## src/core/timer_cfg.svh

```systemverilog
// Functional notes
// - Toggle flop inverts on a comparator match when inversion is enabled.
// - Invert-enable bit gates match inversion; cleared means matches leave flop alone.
// - Toggle flop value after reset is undefined; a known zero is used.
// - Toggle command write: 01 clears, 10 sets, 00 inverts the flop.
// - Toggle control reads return ones in bits 7:5 and 3:2.
// - 8-bit mode gives two independent timers with own counter, compare, interrupt.
// - Timer zero: external, div1/4/16; timer one: match zero, div1/16/256.
// - Timer one may count each match pulse of timer zero.
// - Pair-mode field 01 joins both timers into one 16-bit timer.
// - In 16-bit mode timer zero overflow clocks timer one, ignoring selection.
// - In 16-bit mode compare zero is low byte, compare one high byte.
// - Compare zero write suspends comparison until compare one is written.
// - In 16-bit mode timer zero match does not clear its counter.
// - Both matching clears both counters, raises timer one irq, may toggle.
// - Pulse mode drives the output from timer zero; timer one unused.
// - Pulse polarity is chosen by the flop level software preloads.
// - Pulse output inverts at compare zero and again at compare one.
// - In pulse mode with double buffer on, buffer loads compare zero at compare one match.
// - Interval match clears the matching counter and raises its interrupt.
// - Compare value zero matches at counter overflow, not at zero count.
// - Double buffer resets off; off writes both, on writes buffer only.
// - Run register starts, stops and clears counters; reset clears and stops.
`ifndef TIMER_CFG_SVH
`define TIMER_CFG_SVH
`define ADDR_RUN 3'h0
`define ADDR_MODE 3'h1
`define ADDR_TOGGLE 3'h2
`define ADDR_CMP0 3'h3
`define ADDR_CMP1 3'h4
`define ADDR_CNT0 3'h5
`define ADDR_CNT1 3'h6
`define ADDR_STATUS 3'h7
`define RUN_T0_BIT 0
`define RUN_T1_BIT 1
`define MODE_LCLK_RNG 1:0
`define MODE_UCLK_RNG 3:2
`define MODE_PAIR_RNG 7:6
`define TOG_SEL_BIT 0
`define TOG_IE_BIT 1
`define TOG_CMD_RNG 3:2
`define TOG_DOUBLE_BUFFER_ENABLE_BIT 4
`define TOG_ONES_HI 3'h7
`define TOG_ONES_LO 2'h3
`define BYTE_ZERO 8'h00
`define CNT_STEP 8'h01
`define CNT16_STEP 16'h0001
`endif

```

## src/core/timer_pkg.sv

```systemverilog
`default_nettype none
package timer_pkg;
  typedef enum logic [1:0] {
    PAIR_8BIT = 2'b00,
    PAIR_16BIT = 2'b01,
    PAIR_PPG = 2'b10,
    PAIR_PWM = 2'b11
  } pair_mode_e;
  typedef enum logic [1:0] {
    TOG_CMD_INVERT = 2'b00,
    TOG_CMD_CLEAR = 2'b01,
    TOG_CMD_SET = 2'b10,
    TOG_CMD_NONE = 2'b11
  } toggle_cmd_e;
  typedef logic [7:0] byte_t;
endpackage : timer_pkg
`default_nettype wire

```

## src/core/timer_if.sv

```systemverilog
`default_nettype none
interface timer_if;
  logic tick;
  logic run;
  logic clr;
  logic clear_on_match;
  timer_pkg::byte_t cmp;
  timer_pkg::byte_t cnt;
  logic match;
  logic ovf;
  modport ctrl (output tick, run, clr, clear_on_match, cmp,
                input cnt, match, ovf);
  modport unit (input tick, run, clr, clear_on_match, cmp,
                output cnt, match, ovf);
endinterface : timer_if
`default_nettype wire

```

## src/core/timer_unit.sv

```systemverilog
`include "timer_cfg.svh"
`default_nettype none
module timer_unit (
  input wire logic i_ref_clk,
  input wire logic i_sys_rst,
  timer_if.unit bus
);
  timer_pkg::byte_t cnt_q;
  timer_pkg::byte_t cnt_d;

  // Next count wraps in 8 bits, so a compare of zero hits on overflow
  assign cnt_d = cnt_q + `CNT_STEP;
  assign bus.match = bus.tick && bus.run && (cnt_d == bus.cmp);
  assign bus.ovf = bus.tick && bus.run && (cnt_d == `BYTE_ZERO);
  assign bus.cnt = cnt_q;

  always_ff @(posedge i_ref_clk or posedge i_sys_rst) begin
    if (i_sys_rst) begin
      cnt_q <= `BYTE_ZERO;
    end else if (!bus.run || bus.clr) begin
      cnt_q <= `BYTE_ZERO;
    end else if (bus.match && bus.clear_on_match) begin
      cnt_q <= `BYTE_ZERO;
    end else if (bus.tick) begin
      cnt_q <= cnt_d;
    end
  end
endmodule : timer_unit
`default_nettype wire

```

## src/core/dual_timer.sv

```systemverilog
// Our own choices: the register addresses and the strobed register port.
`include "timer_cfg.svh"
`default_nettype none
module dual_timer (
  input wire logic i_ref_clk,
  input wire logic i_sys_rst,
  input wire logic [2:0] i_addr,
  input wire logic [7:0] i_wr_data,
  input wire logic i_wr_stb,
  input wire logic i_rd_stb,
  input wire logic i_external_count_input,
  input wire logic i_prescale_tap_div1,
  input wire logic i_prescale_tap_div4,
  input wire logic i_prescale_tap_div16,
  input wire logic i_prescale_tap_div256,
  output logic [7:0] o_rd_data,
  output logic o_timer_output_pin,
  output logic o_timer_zero_irq,
  output logic o_timer_one_irq
);
  timer_if u0 ();
  timer_if u1 ();

  logic [1:0] run_q;
  timer_pkg::byte_t mode_q;
  logic double_buffer_enable_q;
  logic inv_en_q;
  logic inv_sel_q;
  timer_pkg::byte_t cmp0_q;
  timer_pkg::byte_t cmp0_buf_q;
  timer_pkg::byte_t cmp1_q;
  logic cmp_hold_q;
  logic shared_toggle_flop_q;
  logic irq0_q;
  logic irq1_q;
  timer_pkg::byte_t rd_data_q;
  logic [2:0] ext_sync_q;
  logic ext_lvl_q;
  logic ext_tick_q;

  timer_pkg::pair_mode_e pair_mode;
  logic is16;
  logic isppg;
  logic tick0;
  logic tick1;
  logic m16;
  logic ppg_lo;
  logic ev0;
  logic ev1;
  logic tog_ev;
  logic wr_run;
  logic wr_mode;
  logic wr_tog;
  logic wr_cmp0;
  logic wr_cmp1;
  logic [15:0] cnt16_d;
  timer_pkg::toggle_cmd_e tog_cmd;

  // Clock source pick; same decode serves both timers
  function automatic logic sel_tick(input logic [1:0] sel,
                                    input logic s0, input logic s1,
                                    input logic s2, input logic s3);
    logic r;
    r = 1'b0;
    case (sel)
      2'b00: r = s0;
      2'b01: r = s1;
      2'b10: r = s2;
      default: r = s3;
    endcase
    return r;
  endfunction : sel_tick

  // Register write decode
  assign wr_run = i_wr_stb && (i_addr == `ADDR_RUN);
  assign wr_mode = i_wr_stb && (i_addr == `ADDR_MODE);
  assign wr_tog = i_wr_stb && (i_addr == `ADDR_TOGGLE);
  assign wr_cmp0 = i_wr_stb && (i_addr == `ADDR_CMP0);
  assign wr_cmp1 = i_wr_stb && (i_addr == `ADDR_CMP1);
  assign tog_cmd = timer_pkg::toggle_cmd_e'(i_wr_data[`TOG_CMD_RNG]);

  // Mode decode; the unsupported PWM code behaves as plain 8-bit mode
  assign pair_mode = timer_pkg::pair_mode_e'(mode_q[`MODE_PAIR_RNG]);
  assign is16 = (pair_mode == timer_pkg::PAIR_16BIT);
  assign isppg = (pair_mode == timer_pkg::PAIR_PPG);

  // External count input: three flops, edge counted once two stages agree
  always_ff @(posedge i_ref_clk or posedge i_sys_rst) begin
    if (i_sys_rst) begin
      ext_sync_q <= 3'h0;
    end else begin
      ext_sync_q <= {ext_sync_q[1:0], i_external_count_input};
    end
  end

  always_ff @(posedge i_ref_clk or posedge i_sys_rst) begin
    if (i_sys_rst) begin
      ext_lvl_q <= 1'b0;
      ext_tick_q <= 1'b0;
    end else begin
      ext_tick_q <= 1'b0;
      if (ext_sync_q[1] == ext_sync_q[2]) begin
        ext_lvl_q <= ext_sync_q[2];
        ext_tick_q <= ext_sync_q[2] && !ext_lvl_q;
      end
    end
  end

  // Timer zero clock: external, div1, div4, div16
  assign tick0 = sel_tick(mode_q[`MODE_LCLK_RNG], ext_tick_q,
                          i_prescale_tap_div1, i_prescale_tap_div4,
                          i_prescale_tap_div16);

  // Timer one clock: overflow in 16-bit mode, else selected source
  assign tick1 = is16 ? u0.ovf :
                 sel_tick(mode_q[`MODE_UCLK_RNG], u0.match,
                          i_prescale_tap_div1, i_prescale_tap_div16,
                          i_prescale_tap_div256);

  // In pulse mode the lower counter wraps at compare one
  assign u0.tick = tick0;
  assign u0.run = run_q[`RUN_T0_BIT] && (!isppg || run_q[`RUN_T1_BIT]);
  assign u0.cmp = isppg ? cmp1_q : cmp0_q;
  assign u0.clear_on_match = !is16;
  assign u0.clr = m16;

  // Upper counter idles in pulse mode but its run bit still gates the lower counter
  assign u1.tick = tick1;
  assign u1.run = run_q[`RUN_T1_BIT] && !isppg;
  assign u1.cmp = cmp1_q;
  assign u1.clear_on_match = !is16;
  assign u1.clr = m16;

  timer_unit timer0 (
    .i_ref_clk(i_ref_clk),
    .i_sys_rst(i_sys_rst),
    .bus(u0)
  );

  timer_unit timer1 (
    .i_ref_clk(i_ref_clk),
    .i_sys_rst(i_sys_rst),
    .bus(u1)
  );

  // 16-bit check: low byte from compare zero, high from compare one
  assign cnt16_d = {u1.cnt, u0.cnt} + `CNT16_STEP;
  assign m16 = is16 && !cmp_hold_q && u0.tick && u0.run && u1.run &&
               (cnt16_d == {cmp1_q, cmp0_q});

  // Pulse mode first edge where the lower counter meets compare zero
  assign ppg_lo = isppg && u0.tick && u0.run &&
                  ((u0.cnt + `CNT_STEP) == cmp0_q);

  // Event routing by mode
  assign ev0 = !is16 && u0.match;
  assign ev1 = is16 ? m16 : (!isppg && u1.match);
  assign tog_ev = is16 ? m16 :
                  isppg ? (u0.match || ppg_lo) :
                  (inv_sel_q ? u1.match : u0.match);

  // Control registers
  always_ff @(posedge i_ref_clk or posedge i_sys_rst) begin
    if (i_sys_rst) begin
      run_q <= 2'h0;
      mode_q <= `BYTE_ZERO;
    end else begin
      if (wr_run) begin
        run_q <= {i_wr_data[`RUN_T1_BIT], i_wr_data[`RUN_T0_BIT]};
      end
      if (wr_mode) begin
        mode_q <= i_wr_data;
      end
    end
  end

  always_ff @(posedge i_ref_clk or posedge i_sys_rst) begin
    if (i_sys_rst) begin
      double_buffer_enable_q <= 1'b0;
      inv_en_q <= 1'b0;
      inv_sel_q <= 1'b0;
    end else if (wr_tog) begin
      double_buffer_enable_q <= i_wr_data[`TOG_DOUBLE_BUFFER_ENABLE_BIT];
      inv_en_q <= i_wr_data[`TOG_IE_BIT];
      inv_sel_q <= i_wr_data[`TOG_SEL_BIT];
    end
  end

  // Compare registers and double buffer
  always_ff @(posedge i_ref_clk or posedge i_sys_rst) begin
    if (i_sys_rst) begin
      cmp0_q <= `BYTE_ZERO;
      cmp0_buf_q <= `BYTE_ZERO;
      cmp1_q <= `BYTE_ZERO;
    end else begin
      if (wr_cmp0) begin
        cmp0_buf_q <= i_wr_data;
      end
      if (wr_cmp0 && !double_buffer_enable_q) begin
        cmp0_q <= i_wr_data;
      end else if (isppg && double_buffer_enable_q && u0.match) begin
        cmp0_q <= cmp0_buf_q;
      end
      if (wr_cmp1) begin
        cmp1_q <= i_wr_data;
      end
    end
  end

  // Suspension between the two byte writes
  always_ff @(posedge i_ref_clk or posedge i_sys_rst) begin
    if (i_sys_rst) begin
      cmp_hold_q <= 1'b0;
    end else if (wr_cmp1) begin
      cmp_hold_q <= 1'b0;
    end else if (wr_cmp0) begin
      cmp_hold_q <= 1'b1;
    end
  end

  // Shared toggle flop; software command beats a match in the same cycle.
  // The level software preloads sets the pulse polarity.
  always_ff @(posedge i_ref_clk or posedge i_sys_rst) begin
    if (i_sys_rst) begin
      shared_toggle_flop_q <= 1'b0;
    end else if (wr_tog) begin
      case (tog_cmd)
        timer_pkg::TOG_CMD_CLEAR: shared_toggle_flop_q <= 1'b0;
        timer_pkg::TOG_CMD_SET: shared_toggle_flop_q <= 1'b1;
        timer_pkg::TOG_CMD_INVERT: begin
          shared_toggle_flop_q <= !shared_toggle_flop_q;
        end
        default: shared_toggle_flop_q <= shared_toggle_flop_q;
      endcase
    end else if (inv_en_q && tog_ev) begin
      shared_toggle_flop_q <= !shared_toggle_flop_q;
    end
  end

  // Interrupt request pulses, one cycle per event
  always_ff @(posedge i_ref_clk or posedge i_sys_rst) begin
    if (i_sys_rst) begin
      irq0_q <= 1'b0;
      irq1_q <= 1'b0;
    end else begin
      irq0_q <= ev0;
      irq1_q <= ev1;
    end
  end

  // Read port; compare registers are write-only and read as zero
  always_ff @(posedge i_ref_clk or posedge i_sys_rst) begin
    if (i_sys_rst) begin
      rd_data_q <= `BYTE_ZERO;
    end else if (i_rd_stb) begin
      case (i_addr)
        `ADDR_RUN: rd_data_q <= {6'h00, run_q};
        `ADDR_MODE: rd_data_q <= mode_q;
        `ADDR_TOGGLE: begin
          rd_data_q <= {`TOG_ONES_HI, double_buffer_enable_q, `TOG_ONES_LO,
                        inv_en_q, inv_sel_q};
        end
        `ADDR_CNT0: rd_data_q <= u0.cnt;
        `ADDR_CNT1: rd_data_q <= u1.cnt;
        `ADDR_STATUS: begin
          rd_data_q <= {6'h00, cmp_hold_q, shared_toggle_flop_q};
        end
        default: rd_data_q <= `BYTE_ZERO;
      endcase
    end else begin
      rd_data_q <= `BYTE_ZERO;
    end
  end

  // Pin follows the flop; port routing lives outside this block
  assign o_timer_output_pin = shared_toggle_flop_q;
  assign o_timer_zero_irq = irq0_q;
  assign o_timer_one_irq = irq1_q;
  assign o_rd_data = rd_data_q;
endmodule : dual_timer
`default_nettype wire

```

## config.mk

```make
export PLATFORM = sky130hd
export DESIGN_NAME = dual_timer
export DESIGN_NICKNAME = d
export VERILOG_FILES = /design/src/core/timer_pkg.sv /design/src/core/timer_if.sv /design/src/core/timer_unit.sv /design/src/core/dual_timer.sv
export VERILOG_INCLUDE_DIRS = /design/src /design/src/core
export SDC_FILE = /design/constraint.sdc
export NUM_CORES = 1
export LEC_CHECK = 0
export BUFFER_PORTS_ARGS = -buffer_cell sky130_fd_sc_hd__buf_2
export CAP_MARGIN = 5
export CORE_MARGIN = 2
export CORE_UTILIZATION = 55
export DETAILED_ROUTE_END_ITERATION = 16
export GPL_ROUTABILITY_DRIVEN = 0
export MAX_ROUTING_LAYER = met4
export PLACE_DENSITY = 0.82
export SYNTH_ARGS = -nofsm -noshare
export SYNTH_HDL_FRONTEND = slang
export SYNTH_SLANG_ARGS = --single-unit
export TNS_END_PERCENT = 100
```

## constraint.sdc

```tcl
create_clock -name i_ref_clk -period 2.7 [get_ports i_ref_clk]
set_input_delay 0.54 -clock i_ref_clk [delete_from_list [all_inputs] [get_ports i_ref_clk]]
set_output_delay 0.54 -clock i_ref_clk [all_outputs]
set_load 0.03 [all_outputs]
```

After elaboration in Yosys (flattened, before gate mapping). Index checks and enable logic that the tools add are counted.

Add/subtract/negate cells: 3. Equality and inequality tests: 21. Multiplexer cells: 24. Reduce and logical (&&, ||, !) cells: 51.

Operators with widths (number): two-way mux 8 bit (10); one-hot mux 8 bit (6 select lines) (1); logical AND 1 bit (28); equality test 8 bit (3); adder 16 x 1 -> 16 bit (second input constant) (1); adder 8 x 1 -> 8 bit (second input constant) (2); equality test 16 bit (1); equality test 3 bit (second input constant) (4); two-way mux 1 bit (10); one-hot mux 1 bit (3 select lines) (3); equality test 2 x 1 -> 1 bit (second input constant) (4); equality test 2 bit (second input constant) (4); zero test 1 bit (8); zero test 8 bit (1); equality test 3 x 2 -> 1 bit (second input constant) (2); zero test 2 bit (3); nonzero test 2 bit (3); nonzero test 3 bit (2); logical OR 1 bit (4); inequality test 4 x 1 -> 1 bit (second input constant) (1); equality test 3 x 1 -> 1 bit (second input constant) (1); zero test 3 bit (1); AND reduction 2 bit (1); equality test 1 bit (1).

Register bits: 70. Input bits: 20. Output and inout port bits: 11. Logic and storage cells: 117.

Longest topological paths before layout. Gate-level depths: netlist of the first run.

Word-level depth: 16. Mapped depth: 13. Depth with buffers taken out: 11.

By module. A second synthesis of the first run with hierarchy kept.

Cells, all modules: 476. Area total of the unflattened synthesis: 4638.2 um^2.

By module, submodules not included: dual_timer (instances 1, cells an instance 292, area each 3049.2 um^2, seq. area each 1351.3 um^2); timer_unit (instances 2, cells an instance 92, area each 794.5 um^2, seq. area each 200.2 um^2).

Worst setup path after synthesis of the first run. No wires, ideal clock.

Kind: register to register. Start: reg timer0.cnt_q[1] (netlist: timer0.bus.cnt[1]). End: reg shared_toggle_flop_q (netlist: o_timer_output_pin). Library setup time: 0.125 ns. Data arrival time: 2.634 ns. Required time: 2.575 ns. Setup slack: -0.059 ns. Stages on the path, launching flop included: 13. Buffers on the path: 2. Clock period less this slack: 2.759 ns. Path through: dfrtp_1 > ha_1 > buf_2 > nand2_1 > or2_0 > buf_1 > xnor2_1 > o21ai_0 > nor3_2 > a31oi_2 > or3_1 > a32o_1 > mux2_4.

Word-level cells in the longest chain between the ends: 13. Elaborated cells between the ends (all ways): 21. Those cells by class: 2 x add/sub; 3 x eq/ne; 5 x mux; 11 x reduce/logical.

RTL lines: start: declaration (RTL line timer_unit.sv:8) `timer_pkg::byte_t cnt_q;`; start signal: assignment (RTL line timer_unit.sv:19) `` cnt_q <= `BYTE_ZERO; ``; start signal: assignment (RTL line timer_unit.sv:21) `` cnt_q <= `BYTE_ZERO; ``; start signal: assignment (RTL line timer_unit.sv:23) `` cnt_q <= `BYTE_ZERO; ``; adder 8 x 1 -> 8 bit (no source line); equality test 8 bit (RTL line timer_unit.sv:13) `assign bus.match = bus.tick && bus.run && (cnt_d == bus.cmp);`; logical AND 1 bit (RTL line timer_unit.sv:13); one-hot mux 1 bit (3 select lines) (RTL line dual_timer.sv:65) `case (sel)`; two-way mux 1 bit (RTL line dual_timer.sv:115) `assign tick1 = is16 ? u0.ovf :`; logical AND 1 bit (2 in a row) (RTL line timer_unit.sv:13); two-way mux 1 bit (RTL line dual_timer.sv:160) `(inv_sel_q ? u1.match : u0.match);`; two-way mux 1 bit (RTL line dual_timer.sv:159) `isppg ? (u0.match || ppg_lo) :`; two-way mux 1 bit * (RTL line dual_timer.sv:158) `assign tog_ev = is16 ? m16 :`; logical AND 1 bit * (RTL line dual_timer.sv:235) `end else if (inv_en_q && tog_ev) begin`; nonzero test 2 bit (no source line) *; AND reduction 2 bit (no source line) *; end signal: assignment (RTL line dual_timer.sv:231) `shared_toggle_flop_q <= !shared_toggle_flop_q;`; end signal: assignment (RTL line dual_timer.sv:233) `default: shared_toggle_flop_q <= shared_toggle_flop_q;`; end signal: assignment (RTL line dual_timer.sv:236) `shared_toggle_flop_q <= !shared_toggle_flop_q;`; end: declaration (RTL line dual_timer.sv:33) `logic shared_toggle_flop_q;`.

Mark *: on every way between the ends. The rest lies on a longest branch, timed or not. A chain may end at the register's enable or synchronous reset.

Worst setup path in the final report of the first run.
Start: reg mode_q[7]. End: reg shared_toggle_flop_q (netlist: o_timer_output_pin).

Word-level cells in the longest chain between the ends: 16. Elaborated cells between the ends (all ways): 30. Those cells by class: 3 x eq/ne; 6 x mux; 21 x reduce/logical.

RTL lines: start: declaration (RTL line dual_timer.sv:25) `timer_pkg::byte_t mode_q;`; start signal: assignment (RTL line dual_timer.sv:166) `` mode_q <= `BYTE_ZERO; ``; start signal: assignment (RTL line dual_timer.sv:172) `mode_q <= i_wr_data;`; parallel branches: the longest is 12 deep, another holds two-way mux 8 bit; two-way mux 1 bit * (RTL line dual_timer.sv:158); logical AND 1 bit * (RTL line dual_timer.sv:235); nonzero test 2 bit (no source line) *; AND reduction 2 bit (no source line) *.

Mark *: on every way between the ends.

==> impl_metrics.py, run 1 <==
metrics = {
    "critical_path": {
        "critPathMaxFanout": 7,
        "crit_path_start_kind": "register",
        "worst_ep_arrival_time_ns": 3.11,
        "worst_path_largest_cell_delay_ns": 0.39,
        "timing.reg2reg.setup_slack_ns": -0.18,
        "cpMaxStageDelayCell": "sky130_fd_sc_hd__dfrtp_1",
        "setup.worst_path.class": "register to register",
        "worst_path_cell_chain": "nor2b_2 -> buf_12 -> mux2i_1 -> xnor2_1 -> o311ai_1 -> nor3_4 -> a31oi_2 -> or3_1 -> a32o_1 -> mux2_4",
        "cp-end-kind": "register",
        "worst_ep_required_time_ns": 2.94,
    },
    "place": {
        "post_detail_place_hpwl_mm": 8.81,
        "place_ws_ns": -0.116,
        "port_buffers": 30,
        "placedCellCount": 596,
    },
    "job": {
        "drv.max_cap_violation_count": 0,
    },
    "hold_path": {
        "classification_of_the_worst_slack_hold_path": "input pin to async pin",
    },
    "layout": {
        "num-fill-cells": 569,
        "n_antenna_cell": 0,
        "post_route_cells_drive_above_1_share": 0.324,
        "fin_cells": 620,
        "areaGrowthSynthToFinish_pct": 18.1,
        "layout.nets": 537,
        "utilization": 0.675,
    },
    "timing": {
        "fmax_mhz": 347,
        "timing_worst_slew_pin_value_ns": 0.731,
        "worst_slew_margin_rel": 0.505,
        "grt_setup_unrepaired": "yes",
        "clock_skew_ns": 0.00757,
        "hold_viol": 0,
        "finalCritPeriodShare": 1.07,
        "final_period_minus_worst_setup_slack_ns": 2.88,
        "timing.final.max_slew_violations": 0,
        "setup-violations-final": 16,
        "finalWorstSetupSlack_ns": -0.178,
    },
    "grt": {
        "globalRouteTotalUtil": 0.286,
        "global_route.overflow_total": 0,
        "first_pass_grt_wire_length_mm": 18.8,
        "grt_max_degree": 40,
        "antenna_found_initial": 0,
        "first_global_vias": 3745,
    },
    "drt": {
        "ant_nets": 0,
        "wl_mm": 12.5,
        "route.detailed.vias_per_inst": 6.47,
        "wl_per_cell_um": 20.1,
        "routed-via-count": 4013,
        "dr.pass1.iters": 6,
        "drt_first_iter_violations": 511,
        "drc": 0,
    },
    "synth": {
        "ys_async_sr_fraction": 1.00,
        "yosys.area.top_type": "sky130_fd_sc_hd__dfrtp_1",
        "netlist_top_cells_area": "sky130_fd_sc_hd__dfrtp_1 39%, sky130_fd_sc_hd__mux2_2 7.4%, sky130_fd_sc_hd__mux2i_1 5.4%",
        "synth_cells": 456,
        "synth.distinct_cells": 70,
        "yosys.area.top_type_share": 0.394,
        "yosysWarningCount": 0,
        "synth.net_count": 479,
        "syn-mean-instance-area_um2": 9.74,
        "postSynthRegisterBits": 70,
        "synthFlopType": "sky130_fd_sc_hd__dfrtp_1",
        "synth-seq-area-share": 0.394,
        "synth_enable_flop_cells": 0,
        "syn-cell-area_um2": 4440,
    },
    "power_and_ir_drop": {
        "power-per-cell-area_nw_per_um2": 604,
        "static-leakage-power_nw": 2.30,
        "combPwrFrac": 0.333,
        "seq_power_share": 0.436,
        "vdd.ir_drop.worst_mv": 0.402,
        "switching_share": 0.362,
        "power.net_switching_w": 0.00115,
        "power_frac_clock": 0.231,
        "p_int_w": 0.00202,
    },
    "floorplan": {
        "core_area_um2": 7770,
        "die-width_um": 93.9,
        "dieArea_um2": 8810,
        "rows": 32,
        "floorplan.io_pins": 31,
        "floorplan.initialDensity": 0.572,
        "fp.dieH_um": 93.9,
    },
    "clock_tree": {
        "tritoncts.num_buffers": 9,
        "cts_hold_buffers": 0,
        "clockBufferDepth": 2,
        "worst_skew_pair.late_latency_ns": 0.35,
        "cts_htree_levels": 3,
        "cts_tree": "done",
        "root_buffer": "sky130_fd_sc_hd__clkbuf_8",
        "cts.clk_slew.worst_paths_ns": 0.07,
        "cts_num_sinks": 70,
    },
    "status": {
        "violations": "setup timing",
        "run_status": "complete, but fails checks",
    },
}
-- power groups by stage --
stage / Combinational (W) / Clock, W / Sequential (W)
floorplan: 0.000662 / 0 / 0.00133
global placement: 0.000875 / 0 / 0.00136
detailed placement: 0.000909 / 0 / 0.00137
CTS: 0.000926 / 0.000750 / 0.00136
global route: 0.00113 / 0.000785 / 0.00139
finish: 0.00106 / 0.000731 / 0.00138
-- path summary, 6_finish.rpt --
path	from	depth (start not counted)	endpoint
min reg2reg	ext_sync_q[0]$_DFF_PP0_	0	ext_sync_q[1]$_DFF_PP0_
max	mode_q[7]$_DFFE_PP0P_	10	o_timer_output_pin$_DFFE_PP0P_
min in group i_ref_clk	i_external_count_input	1	ext_sync_q[0]$_DFF_PP0_
max reg2reg	mode_q[7]$_DFFE_PP0P_	10	o_timer_output_pin$_DFFE_PP0P_
min	i_sys_rst	2	ext_sync_q[0]$_DFF_PP0_
max in group asynchronous	i_sys_rst	3	timer0.bus.cnt[2]$_DFFE_PP0P_
-- sequential cells by signal, indices dropped and copies added, names as in the netlist, 3 cells and up --
signal	flops
cmp0_q	8
timer0.bus.cnt	8
cmp1_q	8
ext_sync_q	3
mode_q	8
cmp0_buf_q	8
timer1.bus.cnt	8
o_rd_data	8
-- cells in the final DEF (no fill, tap or decap), drive strengths merged, types with 3 or more instances in the layout --
master and n:
buf 81, dfrtp 70, mux2 30, o21ai 27, nand2 26, nor2 26
mux2i 24, xnor2 21, a21oi 20, nand3 18, xor2 16, inv 14
nand4 11, and2 9, clkbuf 9, nand2b 8, o22ai 8, nor3 8
or3 7, nor2b 7, and3 7, a31oi 6, or2 5, a211oi 5
nor4 5, o211ai 4, o31ai 4, a2bb2oi 3, ha 3, clkinv 3
-- worst max-delay path: cells and delay by family, from the launching register on --
kind,cells,cell delay [ns]
multiplexers,2,0.55
XOR/XNOR,1,0.19
buffers and inverters,1,0.15
AO/OA/AOI/OAI,3,0.64
flip-flops,1,0.39
AND/OR/NAND/NOR,3,0.84
-- cells in the mapped netlist, types with 13 or more instances --
cell type / number
sky130_fd_sc_hd__mux2i_1: 24
sky130_fd_sc_hd__nor2_1: 26
sky130_fd_sc_hd__nand3_1: 17
sky130_fd_sc_hd__o21ai_0: 25
sky130_fd_sc_hd__xnor2_1: 20
sky130_fd_sc_hd__a21oi_1: 20
sky130_fd_sc_hd__dfrtp_1: 70
sky130_fd_sc_hd__inv_1: 13
sky130_fd_sc_hd__mux2_2: 29
sky130_fd_sc_hd__xor2_1: 16
sky130_fd_sc_hd__nand2_1: 26
-- area by class of cell --
type	instances	area, µm²	area share
Multi-Input combinational cell	339	2600	0.495
Sequential cell	70	1760	0.335
Timing Repair Buffer	81	553	0.105
Tap cell	102	128	0.0243
Clock buffer	9	124	0.0236
Inverter	13	48.8	0.00930
Clock inverter	6	38.8	0.00739
-- per-layer routing --
metal / wire length [µm] / global-route usage / vias up
met5: 0 / - / -
met4: 745 / 0.150 / 0
met3: 992 / 0.0506 / 78
met2: 5960 / 0.443 / 262
met1: 4760 / 0.360 / 1921
li1: - / - / 1752
-- per-stage QoR --
| step | setup TNS (ns) | power [W] | area (µm²) | hold slack, ns |
|---|---|---|---|---|
| 2_1_floorplan | 0 | 0.00199 | 4450 | 0.331 |
| 3_3_place_gp | -0.343 | 0.00224 | 4860 | 0.338 |
| 3_5_place_dp | -0.571 | 0.00228 | 4860 | 0.335 |
| 4_1_cts | -0.00134 | 0.00303 | 5060 | 0.0420 |
| 5_1_grt | -3.21 | 0.00330 | 5250 | 0.0585 |
| 6_report | -0.927 | 0.00317 | 5250 | 0.0503 |
-- what timing repair did --
action	4_1_cts	5_1_grt
setup endpoints to repair	8	22
resized for setup	7	28
endpoints found under the hold margin	0	0
pin swaps	4	15
buffers inserted	1	8
-- kinds of logic (layout without fill, tap and decap cells) --
kind of cell | Yosys count | count (layout) | share of synthesized area
buffers and inverters | 47 | 109 | 0.0530
flip-flops | 70 | 70 | 0.394
XOR/XNOR | 40 | 40 | 0.0904
AND/OR/NAND/NOR | 148 | 148 | 0.182
AO/OA/AOI/OAI | 92 | 92 | 0.134
adder cells (fa/ha/maj) | 4 | 4 | 0.0107
multiplexers | 55 | 55 | 0.136
(Power assumes the default switching activity.)
==> run 2, diff against run 1 <==
--- a/config.mk
+++ b/config.mk
@@ -9,11 +9,11 @@
 export BUFFER_PORTS_ARGS = -buffer_cell sky130_fd_sc_hd__buf_2
 export CAP_MARGIN = 5
 export CORE_MARGIN = 2
-export CORE_UTILIZATION = 55
+export CORE_UTILIZATION = 42
 export DETAILED_ROUTE_END_ITERATION = 16
 export GPL_ROUTABILITY_DRIVEN = 0
 export MAX_ROUTING_LAYER = met4
-export PLACE_DENSITY = 0.82
+export PLACE_DENSITY = 0.66
 export SYNTH_ARGS = -nofsm -noshare
 export SYNTH_HDL_FRONTEND = slang
 export SYNTH_SLANG_ARGS = --single-unit
==> run 2 against run 1 <==
  * The run still ends with setup timing left
  * Register-to-register slack gained 0.17 ns
  * Non-clock buffer count rose by 8
  * Combinational power hardly changed
  * Critical path type unchanged
  * Total power is 2.8% higher
  * Utilization decreased by 15 points
  * Clock skew increased by 0.0059 ns
  * Critical endpoint unchanged
  * Highest routed layer unchanged
  * Fmax is 6.1% higher
  * Largest cell class unchanged
  * Via count is 5.4% lower
  * Wire length shrank 3.1%
  * Final area rose by 2.9%
  * Global-route usage decreased by 6.3 points
  * Sequential share of layout area is 0.97 points lower
==> impl_metrics.py, run 2 (synthesis results as in run 1) <==
metrics = {
    "floorplan": {
        "dieArea_um2": 11400,
        "fp.dieH_um": 107,
        "rows": 37,
        "core_area_um2": 10300,
        "die-width_um": 107,
        "floorplan.io_pins": 31,
        "floorplan.initialDensity": 0.432,
    },
    "grt": {
        "first_global_vias": 3674,
        "antenna_found_initial": 0,
        "first_pass_grt_wire_length_mm": 19.2,
        "grt_max_degree": 40,
        "globalRouteTotalUtil": 0.223,
        "global_route.overflow_total": 0,
    },
    "clock_tree": {
        "cts_htree_levels": 3,
        "cts_num_sinks": 70,
        "cts_hold_buffers": 0,
        "clockBufferDepth": 2,
        "cts_tree": "done",
        "tritoncts.num_buffers": 9,
        "worst_skew_pair.late_latency_ns": 0.35,
        "cts.clk_slew.worst_paths_ns": 0.08,
        "root_buffer": "sky130_fd_sc_hd__clkbuf_8",
    },
    "critical_path": {
        "critPathMaxFanout": 5,
        "worstReg2RegStart": "timer0.bus.cnt[0]$_DFFE_PP0P_",
        "crit_path_start_kind": "register",
        "worst_ep_required_time_ns": 2.94,
        "setup.worst_path.class": "register to register",
        "cp-end-kind": "register",
        "rr_endpoint": "o_timer_output_pin$_DFFE_PP0P_",
        "reg2reg_depth": 10,
        "timing.reg2reg.setup_slack_ns": -0.01,
        "worst_ep_arrival_time_ns": 2.96,
    },
    "place": {
        "place_ws_ns": -0.134,
        "port_buffers": 30,
        "post_detail_place_hpwl_mm": 9.07,
    },
    "drt": {
        "wl_mm": 12.1,
        "dr.pass1.iters": 5,
        "wl_per_cell_um": 18.2,
        "drc": 0,
        "ant_nets": 0,
        "route.detailed.vias_per_inst": 5.74,
        "routed-via-count": 3798,
        "drt_first_iter_violations": 269,
    },
    "job": {
        "drv.max_cap_violation_count": 0,
    },
    "timing": {
        "timing.final.max_slew_violations": 0,
        "grt_setup_unrepaired": "yes",
        "worst_slew_margin_rel": 0.531,
        "fin_setup_tns_ns": -0.0123,
        "hold_viol": 0,
        "finalCritPeriodShare": 1.00,
        "timing_worst_slew_pin_value_ns": 0.703,
        "fmax_mhz": 369,
        "finalWorstSetupSlack_ns": -0.0123,
        "clock_skew_ns": 0.0135,
        "final_period_minus_worst_setup_slack_ns": 2.71,
        "setup-violations-final": 1,
    },
    "power_and_ir_drop": {
        "power-per-cell-area_nw_per_um2": 603,
        "static-leakage-power_nw": 2.35,
        "combPwrFrac": 0.322,
        "switching_share": 0.337,
        "power_frac_clock": 0.258,
        "vdd.ir_drop.worst_mv": 0.486,
        "p_int_w": 0.00216,
        "seq_power_share": 0.420,
        "power.net_switching_w": 0.00110,
    },
    "layout": {
        "post_route_cells_drive_above_1_share": 0.337,
        "n_antenna_cell": 0,
        "layout.nets": 545,
        "areaGrowthSynthToFinish_pct": 21.6,
        "layout_common_cells": "68 x sky130_fd_sc_hd__dfrtp_1, 55 x sky130_fd_sc_hd__buf_4, 30 x sky130_fd_sc_hd__buf_2",
        "layout.cells.most_common": "sky130_fd_sc_hd__dfrtp_1",
    },
    "status": {
        "run_status": "complete, but fails checks",
        "violations": "setup timing",
    },
    "hold_path": {
        "classification_of_the_worst_slack_hold_path": "input pin to async pin",
    },
}
[run 2: cell types whose count changed in the layout (fill, tap and decap cells not counted), sizes merged]
cell,change
buf,+8
clkbuf,+2
bufinv,+1
clkinv,-1
clkinvlp,-1
inv,-1
[run 2: timing repair]
action | CTS | global route
pin swaps | 2 | 12
setup endpoints to repair | 9 | 21
gates cloned | 0 | 0
resized for setup | 4 | 33
hold endpoints to repair | 0 | 0
setup buffers | 0 | 7
[run 2: worst max-delay path: stages, from the launching register on]
cell and delay, ns:
sky130_fd_sc_hd__dfrtp_1 0.42, sky130_fd_sc_hd__buf_6 0.15, sky130_fd_sc_hd__ha_4 0.25, sky130_fd_sc_hd__xor2_2 0.14
sky130_fd_sc_hd__a211oi_2 0.14, sky130_fd_sc_hd__nand4_1 0.16, sky130_fd_sc_hd__nor4_4 0.36, sky130_fd_sc_hd__nand4_1 0.23
sky130_fd_sc_hd__a21boi_1 0.18, sky130_fd_sc_hd__a32o_1 0.28, sky130_fd_sc_hd__mux2_4 0.30
[run 2: layer usage]
layer / GRT usage / wire [µm] / share of wire / vias up
met4: 0.0510 / 172 / 0.014 / 0
li1: - / - / - / 1766
met3: 0.0426 / 683 / 0.057 / 17
met1: 0.299 / 5290 / 0.44 / 1888
met2: 0.354 / 5920 / 0.49 / 127
met5: - / 0 / 0 / -
[run 2: power groups by stage]
stage	clock (W)	sequential [W]	combinational (W)
2_1_floorplan	0	0.00133	0.000662
3_3_place_gp	0	0.00136	0.000922
3_5_place_dp	0	0.00137	0.000944
4_1_cts	0.000857	0.00135	0.000958
5_1_grt	0.000907	0.00138	0.00114
6_report	0.000840	0.00137	0.00105
[run 2: worst max-delay path by stage]
stage / from / to / slack, ns / cells past startpoint
after floorplan: timer0.bus.cnt[1]$_DFFE_PP0P_ / o_timer_output_pin$_DFFE_PP0P_ / 0.007 / 12
after global placement: timer0.bus.cnt[0]$_DFFE_PP0P_ / timer1.bus.cnt[6]$_DFFE_PP0P_ / -0.07 / 11
after detailed placement: timer0.bus.cnt[0]$_DFFE_PP0P_ / o_timer_output_pin$_DFFE_PP0P_ / -0.13 / 10
after CTS: mode_q[6]$_DFFE_PP0P_ / o_timer_output_pin$_DFFE_PP0P_ / 0.008 / 10
after global routing: timer1.bus.cnt[1]$_DFFE_PP0P_ / timer1.bus.cnt[7]$_DFFE_PP0P_ / -0.07 / 11
final: timer0.bus.cnt[0]$_DFFE_PP0P_ / o_timer_output_pin$_DFFE_PP0P_ / -0.01 / 10
[run 2: per-stage QoR]
stage	utilization	power (W)	hold slack (ns)	area [µm²]	std cells
floorplan	-	0.00199	0.331	4450	456
global placement	0.486	0.00229	0.340	4990	640
detailed placement	0.486	0.00231	0.347	4990	640
CTS	0.506	0.00317	0.282	5200	655
global route	0.525	0.00343	0.276	5400	662
finish	0.525	0.00326	0.294	5400	662
[run 2: final cells by class]
| cell class | count | area, µm² |
|---|---|---|
| fill | 935 | 4880 |
| clock inverter | 4 | 47.5 |
| sequential | 70 | 1750 |
| tap | 136 | 170 |
| clock buffer | 11 | 141 |
| inverter | 13 | 48.8 |
| multi-input combinational | 339 | 2610 |
| timing repair buffer | 89 | 626 |
